**config.mk**
```make
export PLATFORM = sky130hd
export DESIGN_NAME = uhr_port_router
export DESIGN_NICKNAME = d
export VERILOG_FILES = /design/src/rtl/uhr_pkg.sv /design/src/rtl/uhr_port_router.sv
export SDC_FILE = /design/constraint.sdc
export NUM_CORES = 1
export LEC_CHECK = 0
export ABC_AREA = 1
export CAP_MARGIN = 20
export CORE_ASPECT_RATIO = 0.9
export CORE_MARGIN = 2
export CORE_UTILIZATION = 55
export DETAILED_ROUTE_END_ITERATION = 7
export DONT_BUFFER_PORTS = 1
export PLACE_DENSITY_LB_ADDON = 0.12
export SLEW_MARGIN = 20
export SYNTH_ARGS = -nofsm -noshare
export SYNTH_HDL_FRONTEND = slang
export SYNTH_SLANG_ARGS = --single-unit
```
**constraint.sdc**
```tcl
create_clock -name core_clk_in -period 2.6 [get_ports core_clk_in]
set_input_delay 0.26 -clock core_clk_in [delete_from_list [all_inputs] [get_ports core_clk_in]]
set_output_delay 0.26 -clock core_clk_in [all_outputs]
set_load 0.1 [all_outputs]
```
**src/rtl/uhr_pkg.sv**
```systemverilog
// Types and constants shared by the USB host function port router.
// Notes on behaviour
// - EHCI controller answers as function 2.
// - Two OHCI controllers answer as functions 0, 1.
// - All three functions share one device number.
// - High-speed port of any index goes to EHCI.
// - Full/low-speed ports 1, 2 go to OHCI0.
// - Full/low-speed ports 3, 4 go to OHCI1.
// - Four shared ports, each handling all speeds.
// - Each packet routed to exactly one target.
// - Address windows claimed by one function only.
// - Hold enumerated IDs, match ID-routed packets.
// - Payload limited to 256 bytes, advertised so.
// - Controller registers reached by memory decode.
// - Reset initializes all non-sticky state.
package uhr_pkg;

  localparam int         UHR_NPORTS            = 4;
  localparam int         UHR_OHCI0_PORTS       = 2;
  localparam int         UHR_FIFO_DEPTH        = 8;
  localparam int         UHR_NFUNC             = 3;
  localparam logic [2:0] UHR_FN_OHCI0          = 3'h0;
  localparam logic [2:0] UHR_FN_OHCI1          = 3'h1;
  localparam logic [2:0] UHR_FN_EHCI           = 3'h2;
  localparam int         UHR_MAX_PAYLOAD_BYTES = 256;
  localparam logic [9:0] UHR_MAX_PAYLOAD_DW    = 10'(UHR_MAX_PAYLOAD_BYTES / 4);
  localparam logic [9:0] UHR_LEN_1024_DW       = 10'h000;
  localparam logic [2:0] UHR_MPS_CODE          = 3'h1;

  typedef enum logic [2:0] {
    UHR_TGT_OHCI0 = 3'b000,
    UHR_TGT_OHCI1 = 3'b001,
    UHR_TGT_EHCI  = 3'b010,
    UHR_TGT_UPORT = 3'b011,
    UHR_TGT_DPORT = 3'b100,
    UHR_TGT_NONE  = 3'b111
  } uhr_tgt_t;

  typedef enum logic [1:0] {
    UHR_KIND_MEM = 2'b00,
    UHR_KIND_IO  = 2'b01,
    UHR_KIND_CFG = 2'b10,
    UHR_KIND_CPL = 2'b11
  } uhr_kind_t;

  typedef enum logic [1:0] {
    UHR_OWN_NONE  = 2'b00,
    UHR_OWN_EHCI  = 2'b01,
    UHR_OWN_OHCI0 = 2'b10,
    UHR_OWN_OHCI1 = 2'b11
  } uhr_own_t;

  typedef struct packed {
    logic [7:0] bus;
    logic [4:0] dev;
    logic [2:0] fn;
  } uhr_id_t;

  typedef struct packed {
    uhr_id_t    up;
    uhr_id_t    dn;
    logic [7:0] usb_bus;
    logic [4:0] usb_dev;
  } uhr_enum_t;

  typedef struct packed {
    logic        en;
    logic [31:0] base;
    logic [31:0] mask;
  } uhr_win_t;

  typedef struct packed {
    uhr_kind_t   kind;
    logic        has_data;
    logic [31:0] addr;
    uhr_id_t     dest;
    logic [9:0]  len_dw;
    logic [7:0]  tag;
  } uhr_tlp_t;

  typedef struct packed {
    uhr_tlp_t tlp;
    uhr_tgt_t tgt;
    logic     oversize;
  } uhr_route_t;

endpackage

```
**src/rtl/uhr_port_router.sv**
```systemverilog
// Packet router and root hub port ownership for the USB host functions.
`timescale 1ns/1ps
`default_nettype none

module uhr_fifo #(
  parameter int WIDTH = 8,
  parameter int DEPTH = 8
) (
  input  wire logic             core_clk_in,
  input  wire logic             rstn_in,
  input  wire logic             in_valid_in,
  input  wire logic [WIDTH-1:0] in_data_in,
  output logic                  in_ready_out,
  output logic                  out_valid_out,
  output logic [WIDTH-1:0]      out_data_out,
  input  wire logic             out_ready_in
);
  localparam int AW = (DEPTH > 1) ? $clog2(DEPTH) : 1;
  localparam int CW = $clog2(DEPTH + 1);

  typedef struct packed {
    logic [DEPTH-1:0][WIDTH-1:0] mem;
    logic [AW-1:0]               wr;
    logic [AW-1:0]               rd;
    logic [CW-1:0]               cnt;
  } uhr_fifo_st_t;

  uhr_fifo_st_t st;
  uhr_fifo_st_t next_st;
  logic         push;
  logic         pop;

  assign in_ready_out  = (st.cnt != CW'(DEPTH));
  assign out_valid_out = (st.cnt != '0);
  assign out_data_out  = st.mem[st.rd];
  assign push          = in_valid_in && in_ready_out;
  assign pop           = out_valid_out && out_ready_in;

  always_comb begin
    next_st = st;
    if (push) begin
      next_st.mem[st.wr] = in_data_in;
      next_st.wr = (st.wr == AW'(DEPTH - 1)) ? '0 : st.wr + 1'b1;
    end
    if (pop) begin
      next_st.rd = (st.rd == AW'(DEPTH - 1)) ? '0 : st.rd + 1'b1;
    end
    case ({push, pop})
      2'b10: next_st.cnt = st.cnt + 1'b1;
      2'b01: next_st.cnt = st.cnt - 1'b1;
      default: next_st.cnt = st.cnt;
    endcase
  end

  always_ff @(posedge core_clk_in or negedge rstn_in) begin
    if (!rstn_in) begin
      st <= '0;
    end else begin
      st <= next_st;
    end
  end
endmodule

module uhr_port_router #(
  parameter int NP    = uhr_pkg::UHR_NPORTS,
  parameter int DEPTH = uhr_pkg::UHR_FIFO_DEPTH
) (
  input  wire logic                          core_clk_in,
  input  wire logic                          rstn_in,
  input  wire logic                          enum_load_in,
  input  wire uhr_pkg::uhr_enum_t            enum_in,
  input  wire uhr_pkg::uhr_win_t [2:0]       mem_win_in,
  input  wire uhr_pkg::uhr_win_t [2:0]       io_win_in,
  input  wire logic                          tlp_valid_in,
  input  wire uhr_pkg::uhr_tlp_t             tlp_in,
  output logic                               tlp_ready_out,
  output logic                               route_valid_out,
  output uhr_pkg::uhr_route_t                route_out,
  input  wire logic                          route_ready_in,
  input  wire logic [NP-1:0]                 port_attach_in,
  input  wire logic [NP-1:0]                 port_hs_in,
  output uhr_pkg::uhr_own_t [NP-1:0]         port_owner_out,
  output logic [2:0]                         max_payload_code_out
);
  import uhr_pkg::*;

  localparam int RW = $bits(uhr_route_t);

  typedef struct packed {
    uhr_enum_t             ids;
    logic [NP-1:0]         att_s1;
    logic [NP-1:0]         att_s2;
    logic [NP-1:0]         hs_s1;
    logic [NP-1:0]         hs_s2;
    uhr_own_t [NP-1:0]     owner;
  } uhr_top_st_t;

  uhr_top_st_t       st;
  uhr_top_st_t       next_st;
  uhr_route_t        dec;
  uhr_own_t [NP-1:0] want;
  logic [RW-1:0]     fifo_out;

  function automatic logic win_hit(input logic [31:0] a, input uhr_win_t w);
    return w.en && ((a & w.mask) == (w.base & w.mask));
  endfunction

  // Fixed priority keeps a single claimant even if software programs overlapping windows.
  function automatic uhr_tgt_t win_dec(input logic [31:0] a, input uhr_win_t [2:0] w);
    uhr_tgt_t t;
    t = UHR_TGT_NONE;
    if (win_hit(a, w[UHR_FN_OHCI0])) begin
      t = UHR_TGT_OHCI0;
    end else if (win_hit(a, w[UHR_FN_OHCI1])) begin
      t = UHR_TGT_OHCI1;
    end else if (win_hit(a, w[UHR_FN_EHCI])) begin
      t = UHR_TGT_EHCI;
    end
    return t;
  endfunction

  function automatic uhr_tgt_t id_dec(input uhr_id_t d, input uhr_enum_t e);
    uhr_tgt_t t;
    t = UHR_TGT_NONE;
    if (d == e.up) begin
      t = UHR_TGT_UPORT;
    end else if (d == e.dn) begin
      t = UHR_TGT_DPORT;
    end else if (d.bus == e.usb_bus && d.dev == e.usb_dev) begin
      if (d.fn == UHR_FN_OHCI0) begin
        t = UHR_TGT_OHCI0;
      end else if (d.fn == UHR_FN_OHCI1) begin
        t = UHR_TGT_OHCI1;
      end else if (d.fn == UHR_FN_EHCI) begin
        t = UHR_TGT_EHCI;
      end
    end
    return t;
  endfunction

  function automatic logic too_long(input uhr_tlp_t p);
    return p.has_data &&
      (p.len_dw == UHR_LEN_1024_DW || p.len_dw > UHR_MAX_PAYLOAD_DW);
  endfunction

  function automatic uhr_own_t want_fn(input logic att, input logic hs, input int idx);
    uhr_own_t o;
    o = UHR_OWN_NONE;
    if (att && hs) begin
      o = UHR_OWN_EHCI;
    end else if (att && idx < UHR_OHCI0_PORTS) begin
      o = UHR_OWN_OHCI0;
    end else if (att) begin
      o = UHR_OWN_OHCI1;
    end
    return o;
  endfunction

  always_comb begin
    dec          = '0;
    dec.tlp      = tlp_in;
    dec.oversize = too_long(tlp_in);
    case (tlp_in.kind)
      UHR_KIND_MEM: dec.tgt = win_dec(tlp_in.addr, mem_win_in);
      UHR_KIND_IO:  dec.tgt = win_dec(tlp_in.addr, io_win_in);
      default:      dec.tgt = id_dec(tlp_in.dest, st.ids);
    endcase
    if (dec.oversize) begin
      dec.tgt = UHR_TGT_NONE;
    end
  end

  // The FIFO ready goes straight back to the packet source, so a stalled sink holds the link.
  uhr_fifo #(
    .WIDTH (RW),
    .DEPTH (DEPTH)
  ) u_fifo (
    .core_clk_in   (core_clk_in),
    .rstn_in       (rstn_in),
    .in_valid_in   (tlp_valid_in),
    .in_data_in    (dec),
    .in_ready_out  (tlp_ready_out),
    .out_valid_out (route_valid_out),
    .out_data_out  (fifo_out),
    .out_ready_in  (route_ready_in)
  );

  assign route_out            = uhr_route_t'(fifo_out);
  assign port_owner_out       = st.owner;
  assign max_payload_code_out = UHR_MPS_CODE;

  for (genvar i = 0; i < NP; i++) begin : g_want
    assign want[i] = want_fn(st.att_s2[i], st.hs_s2[i], i);
  end

  always_comb begin
    next_st        = st;
    next_st.att_s1 = port_attach_in;
    next_st.att_s2 = st.att_s1;
    next_st.hs_s1  = port_hs_in;
    next_st.hs_s2  = st.hs_s1;
    if (enum_load_in) begin
      next_st.ids = enum_in;
    end
    // A speed change costs one idle cycle so two controllers never drive a port at once.
    for (int i = 0; i < NP; i++) begin
      if (st.owner[i] != want[i] && st.owner[i] != UHR_OWN_NONE) begin
        next_st.owner[i] = UHR_OWN_NONE;
      end else begin
        next_st.owner[i] = want[i];
      end
    end
  end

  // This block holds no sticky state, so reset clears all of it.
  always_ff @(posedge core_clk_in or negedge rstn_in) begin
    if (!rstn_in) begin
      st <= '0;
    end else begin
      st <= next_st;
    end
  end

  for (genvar i = 0; i < NP; i++) begin : g_port_chk

    if (i < UHR_OHCI0_PORTS) begin : g_lo

    end else begin : g_hi

    end

  end
endmodule

`default_nettype wire

```
* Yosys cells after proc, flatten, opt, wreduce, memory -nomap -nowiden *
Cells that the tools add are included.

storage, ports and cells
  register bits = 663
  bits of input ports = 517
  output and inout bits = 86
  logic and storage cells = 132

cells by class
  add/sub/neg operators = 4
  magnitude comparators = 4
  equal/unequal tests = 22
  mux-type cells = 34
  bitwise gates (word level) = 12
  reductions and logical operators = 29

operator list
  cell                                                            count
  bitwise mux 584 bit                                             1
  AND 32 bit                                                      12
  binary-select mux 73 bit (select 3 bit)                         1
  demux 73 bit (select 3 bit)                                     1
  equality test 32 bit                                            6
  two-way mux 73 bit                                              2
  two-way mux 3 bit                                               15
  equality test 16 bit                                            2
  two-way mux 2 bit                                               12
  logical AND 1 bit                                               19
  greater-than comparator 10 x 7 -> 1 bit, second input constant  1
  zero test 10 bit                                                1
  nonzero test 2 bit                                              5
  equality test 8 bit                                             1
  less-than comparator 3 x 4 -> 1 bit, second input constant      2
  inequality test 2 bit                                           4
  one-hot mux 4 bit (2 select lines)                              1
  adder 3 x 1 -> 3 bit, second input constant                     2
  equality test 3 bit, second input constant                      2
  one-hot mux 3 bit (2 select lines)                              1
  equality test 5 bit                                             1
  adder 4 x 1 -> 4 bit, second input constant                     1
  equality test 2 x 1 -> 1 bit, second input constant             2
  inequality test 4 bit, second input constant                    1
  other kinds (9)                                                 9

* Logic depth before layout (Yosys ltp) *
  word-level depth = 10
  depth in mapped cells = 15
  gate-level depth less buffers = 14

* By module *
Synthesis repeated with hierarchy kept, for this count alone.

unflattened totals
  cell total of the unflattened synthesis = 4396
  area total of the unflattened synthesis = 34818.4 µm²

modules (own cells, without submodules)
  module           times used  cells each  area each (µm²)  seq. area each (µm²)
  uhr_fifo         1           3254        27679.0          14864.3
  uhr_port_router  1           1142        7139.3           1726.7

* Least setup slack after synthesis *
No wires, ideal clock.

  path kind = flip-flop to output port
  from = register u_fifo.st[4] (netlist name)
  to = output port route_out[48] (netlist name)
  arrival time = 2.840 ns
  setup slack = -0.500 ns
  stages on the path, launching flop included = 8
  path buffers = 3
  path through = dfrtp_1 > buf_2 > buf_2 > buf_2 > nor2_1 > nor2_1 > o21ai_0 > a31oi_1

RTL lines
  item                    RTL line               source
  start, declared         uhr_port_router.sv:28  uhr_fifo_st_t st;
  start signal, assigned  uhr_port_router.sv:59  st <= next_st;
  end, declared           uhr_port_router.sv:78  output uhr_pkg::uhr_route_t route_out,

==> reports/metrics.csv <==
metric,value,unit
clk_skew,0.0310,ns
final worst-path cycle share,1.05,
Routed WL,129000,µm
die height,239,µm
DRT antenna net count,0,
Vias/cell,6.07,
synth-to-layout area growth,22.3,%
failing checks,"hold timing, slew limit, setup timing",
Initial DRC Count,4180,
clock sinks,663,
"count leader, synth",nand2_1,
final instance area,41200,µm²
slew of the pin with the lowest slew margin,1.89,ns
GR Util All Layers,0.380,
Yosys Warn Count,0,
gp weighted congestion,1.02,
sequential cell area fraction in the yosys report,0.492,
clk slew on worst S/H paths,0.06,ns
Clock Tree Buf Depth,3,
share of cells above drive strength 1,0.124,
clock power share,0.159,
routed len/inst,24.2,µm
max frequency,367,MHz
peak supply drop,1.54,mV
drt drc,0,
final hold slack,-0.658,ns
"Clk Latency, worst-skew pair",0.62,ns
CP max FO,15,
crit end category,output port,
max_cap viols,0,
starting density of the core,0.553,
Post-CTS Hold Buffers,102,
Post-synth top cells,"1057 x nand2_1, 826 x o21ai_0, 663 x dfrtp_1",
CTS tree,built,
Worst R2R End,u_fifo.st[3],
PD cells,1540,nW/µm²
post-synth top area cell,dfrtp_1,
# nets final,4943,
Comb power frac,0.570,
number of synthesized register bits,663,
Syn Area/Cell,7.80,µm²
Rows,86,
final setup vio count,49,
Syn Std Cell Area,33700,µm²
PortBufs,0,
clk root buf,clkbuf_16,
Internal Power,33.9,mW
critical path class,flip-flop to output port,
Horiz. Die Dim,265,µm
setup TNS,-2.32,ns
Yosys top cell area share,0.492,
worst stage delay on the critical path,0.58,ns
antenna violations before repair,35,
Reg2Reg Depth,13,
post-route minimum period,2.73,ns
H-tree Lvls,3,
Setup crit start kind,flip-flop,
worst-path cell with the longest stage delay,dfrtp_4,
Ports,603,
WP data required,2.34,ns
vias in the first global route,28500,
gr ovfl total,0,
Rel. slew slack,-0.260,
R2R Path Start,u_fifo.st[0],
First-pass DRT Iterations,6,
via count,32200,
"Primary FF master, synth",dfrtp_1,
worst hold-check path type,input port to async pin,
outcome,"complete, but fails checks",
pre-CTS WS,0.170,ns
ys async rst share,1.00,
max-slew violation count,276,
core box area,60900,µm²
Final Hold Vio Count,663,
Syn Inst Count,4324,
TritonCTS buffer count,70,
crit-path cells,buf_4 -> clkbuf_16 -> nor2_1 -> o21ai_0 -> a31oi_4 -> buf_12,
RSZ-0062 raised after global routing,yes,
Synth area leaders,"dfrtp_1 49%, o21ai_0 12%, nand2_1 12%, nor2_1 6.9%, nand3_1 2.7%",
first-pass GRT wire length,181000,µm
"reg-to-reg slack, setup",0.25,ns
Worst Slack Setup Final,-0.126,ns
largest net degree at the start of global routing,664,
Worst EP arrival,2.47,ns
Cell variety after synth,45,
Static Leak,19.1,nW
Post-synth EDFFs,0,
Net Sw Power,29.7,mW
hpwl dp,80800,µm
Area after DPL,36000,µm²
sequential share of power,0.271,
sw frac,0.467,
area of the die,63300,µm²
[through the flow]
step / power [mW] / instances / util
floorplan: 38.2 / 4325 / -
global placement: 48.5 / 4968 / 0.591
detailed placement: 48.9 / 4968 / 0.591
CTS: 60.6 / 5207 / 0.655
global route: 66.6 / 5292 / 0.676
finish: 63.7 / 5303 / 0.677
[state kept, by name, indices dropped and copies added, names as in the netlist]
name and cells:
port_owner_out 8, st 53, next_st 8, u_fifo.st 594
[cells in the final DEF (no fill, tap or decap), drive strengths merged, types with 7 or more instances in the layout]
master       count
nand2         1060
o21ai          917
dfrtp          663
nor2           629
inv            195
buf            190
nand3          188
clkbuf         130
dlygate4sd3    101
or2             85
o22ai           74
a31oi           73
diode           44
nand3b          28
nand4           27
mux2            20
a21oi           14
xor2            13
xnor2           12
clkinv          12
nor3             7
ha               7
[kinds of logic after synthesis]
| logic type | after synthesis | synth area share |
|---|---|---|
| flops | 663 | 0.492 |
| simple gates | 2031 | 0.249 |
| compound gates | 1083 | 0.167 |
| other cells | 2 | 0.000223 |
| mux | 20 | 0.00668 |
| xor+xnor | 25 | 0.00650 |
| fa+ha+maj | 8 | 0.00319 |
| buf+inv | 492 | 0.0756 |
[how the worst max path moves through the flow]
stage            startpoint       endpoint  slack, ns  cells past startpoint
6_report       u_fifo.st[5]  route_out[44]      -0.13                      6
5_1_grt        u_fifo.st[5]  route_out[70]      -0.18                      6
4_1_cts        u_fifo.st[4]  route_out[22]      -0.13                      8
3_5_place_dp   u_fifo.st[0]   u_fifo.st[3]       0.17                     13
3_3_place_gp   u_fifo.st[1]   u_fifo.st[3]       0.21                     13
2_1_floorplan  u_fifo.st[0]   u_fifo.st[3]       0.05                     13
[layer usage]
metal,wire length [µm],global-route usage,share of wire
met5,163,0.0432,0.0013
met4,5810,0.159,0.045
met3,15400,0.132,0.12
met2,56100,0.556,0.44
met1,51000,0.513,0.40
[layout make-up]
class	count	area, µm²
Fill cell	4978	19700
Sequential cell	663	16600
Multi-Input combinational cell	3170	15400
Timing Repair Buffer	315	4940
Clock buffer	108	2080
Tap cell	792	991
Inverter	194	802
Clock inverter	13	203
Antenna cell	44	110
Timing Repair inverter	4	85.1
[power by group through the flow]
stage / clock network [mW] / logic, mW / registers (mW)
finish: 10.1 / 36.3 / 17.3
global route: 10.6 / 38.3 / 17.7
CTS: 10.1 / 33.5 / 17.0
detailed placement: 0 / 31.8 / 17.1
global placement: 0 / 31.5 / 17.0
floorplan: 0 / 21.7 / 16.5
[timing repair]
action,in CTS,in global routing
gates resized for setup,44,170
buffers inserted,7,22
hold endpoints to repair,1057,663
endpoints found under the setup margin,73,74
gates cloned,9,30
pin swaps,8,39
[critical path, delay by kind of cell, from the launching register on]
family                 cells  cell delay (ns)
AOI/OAI and AO/OA          2             0.50
buffers and inverters      3             0.63
and+or+nand+nor            1             0.11
DFF                        1             0.58
Power figures use the tool's default switching activity.
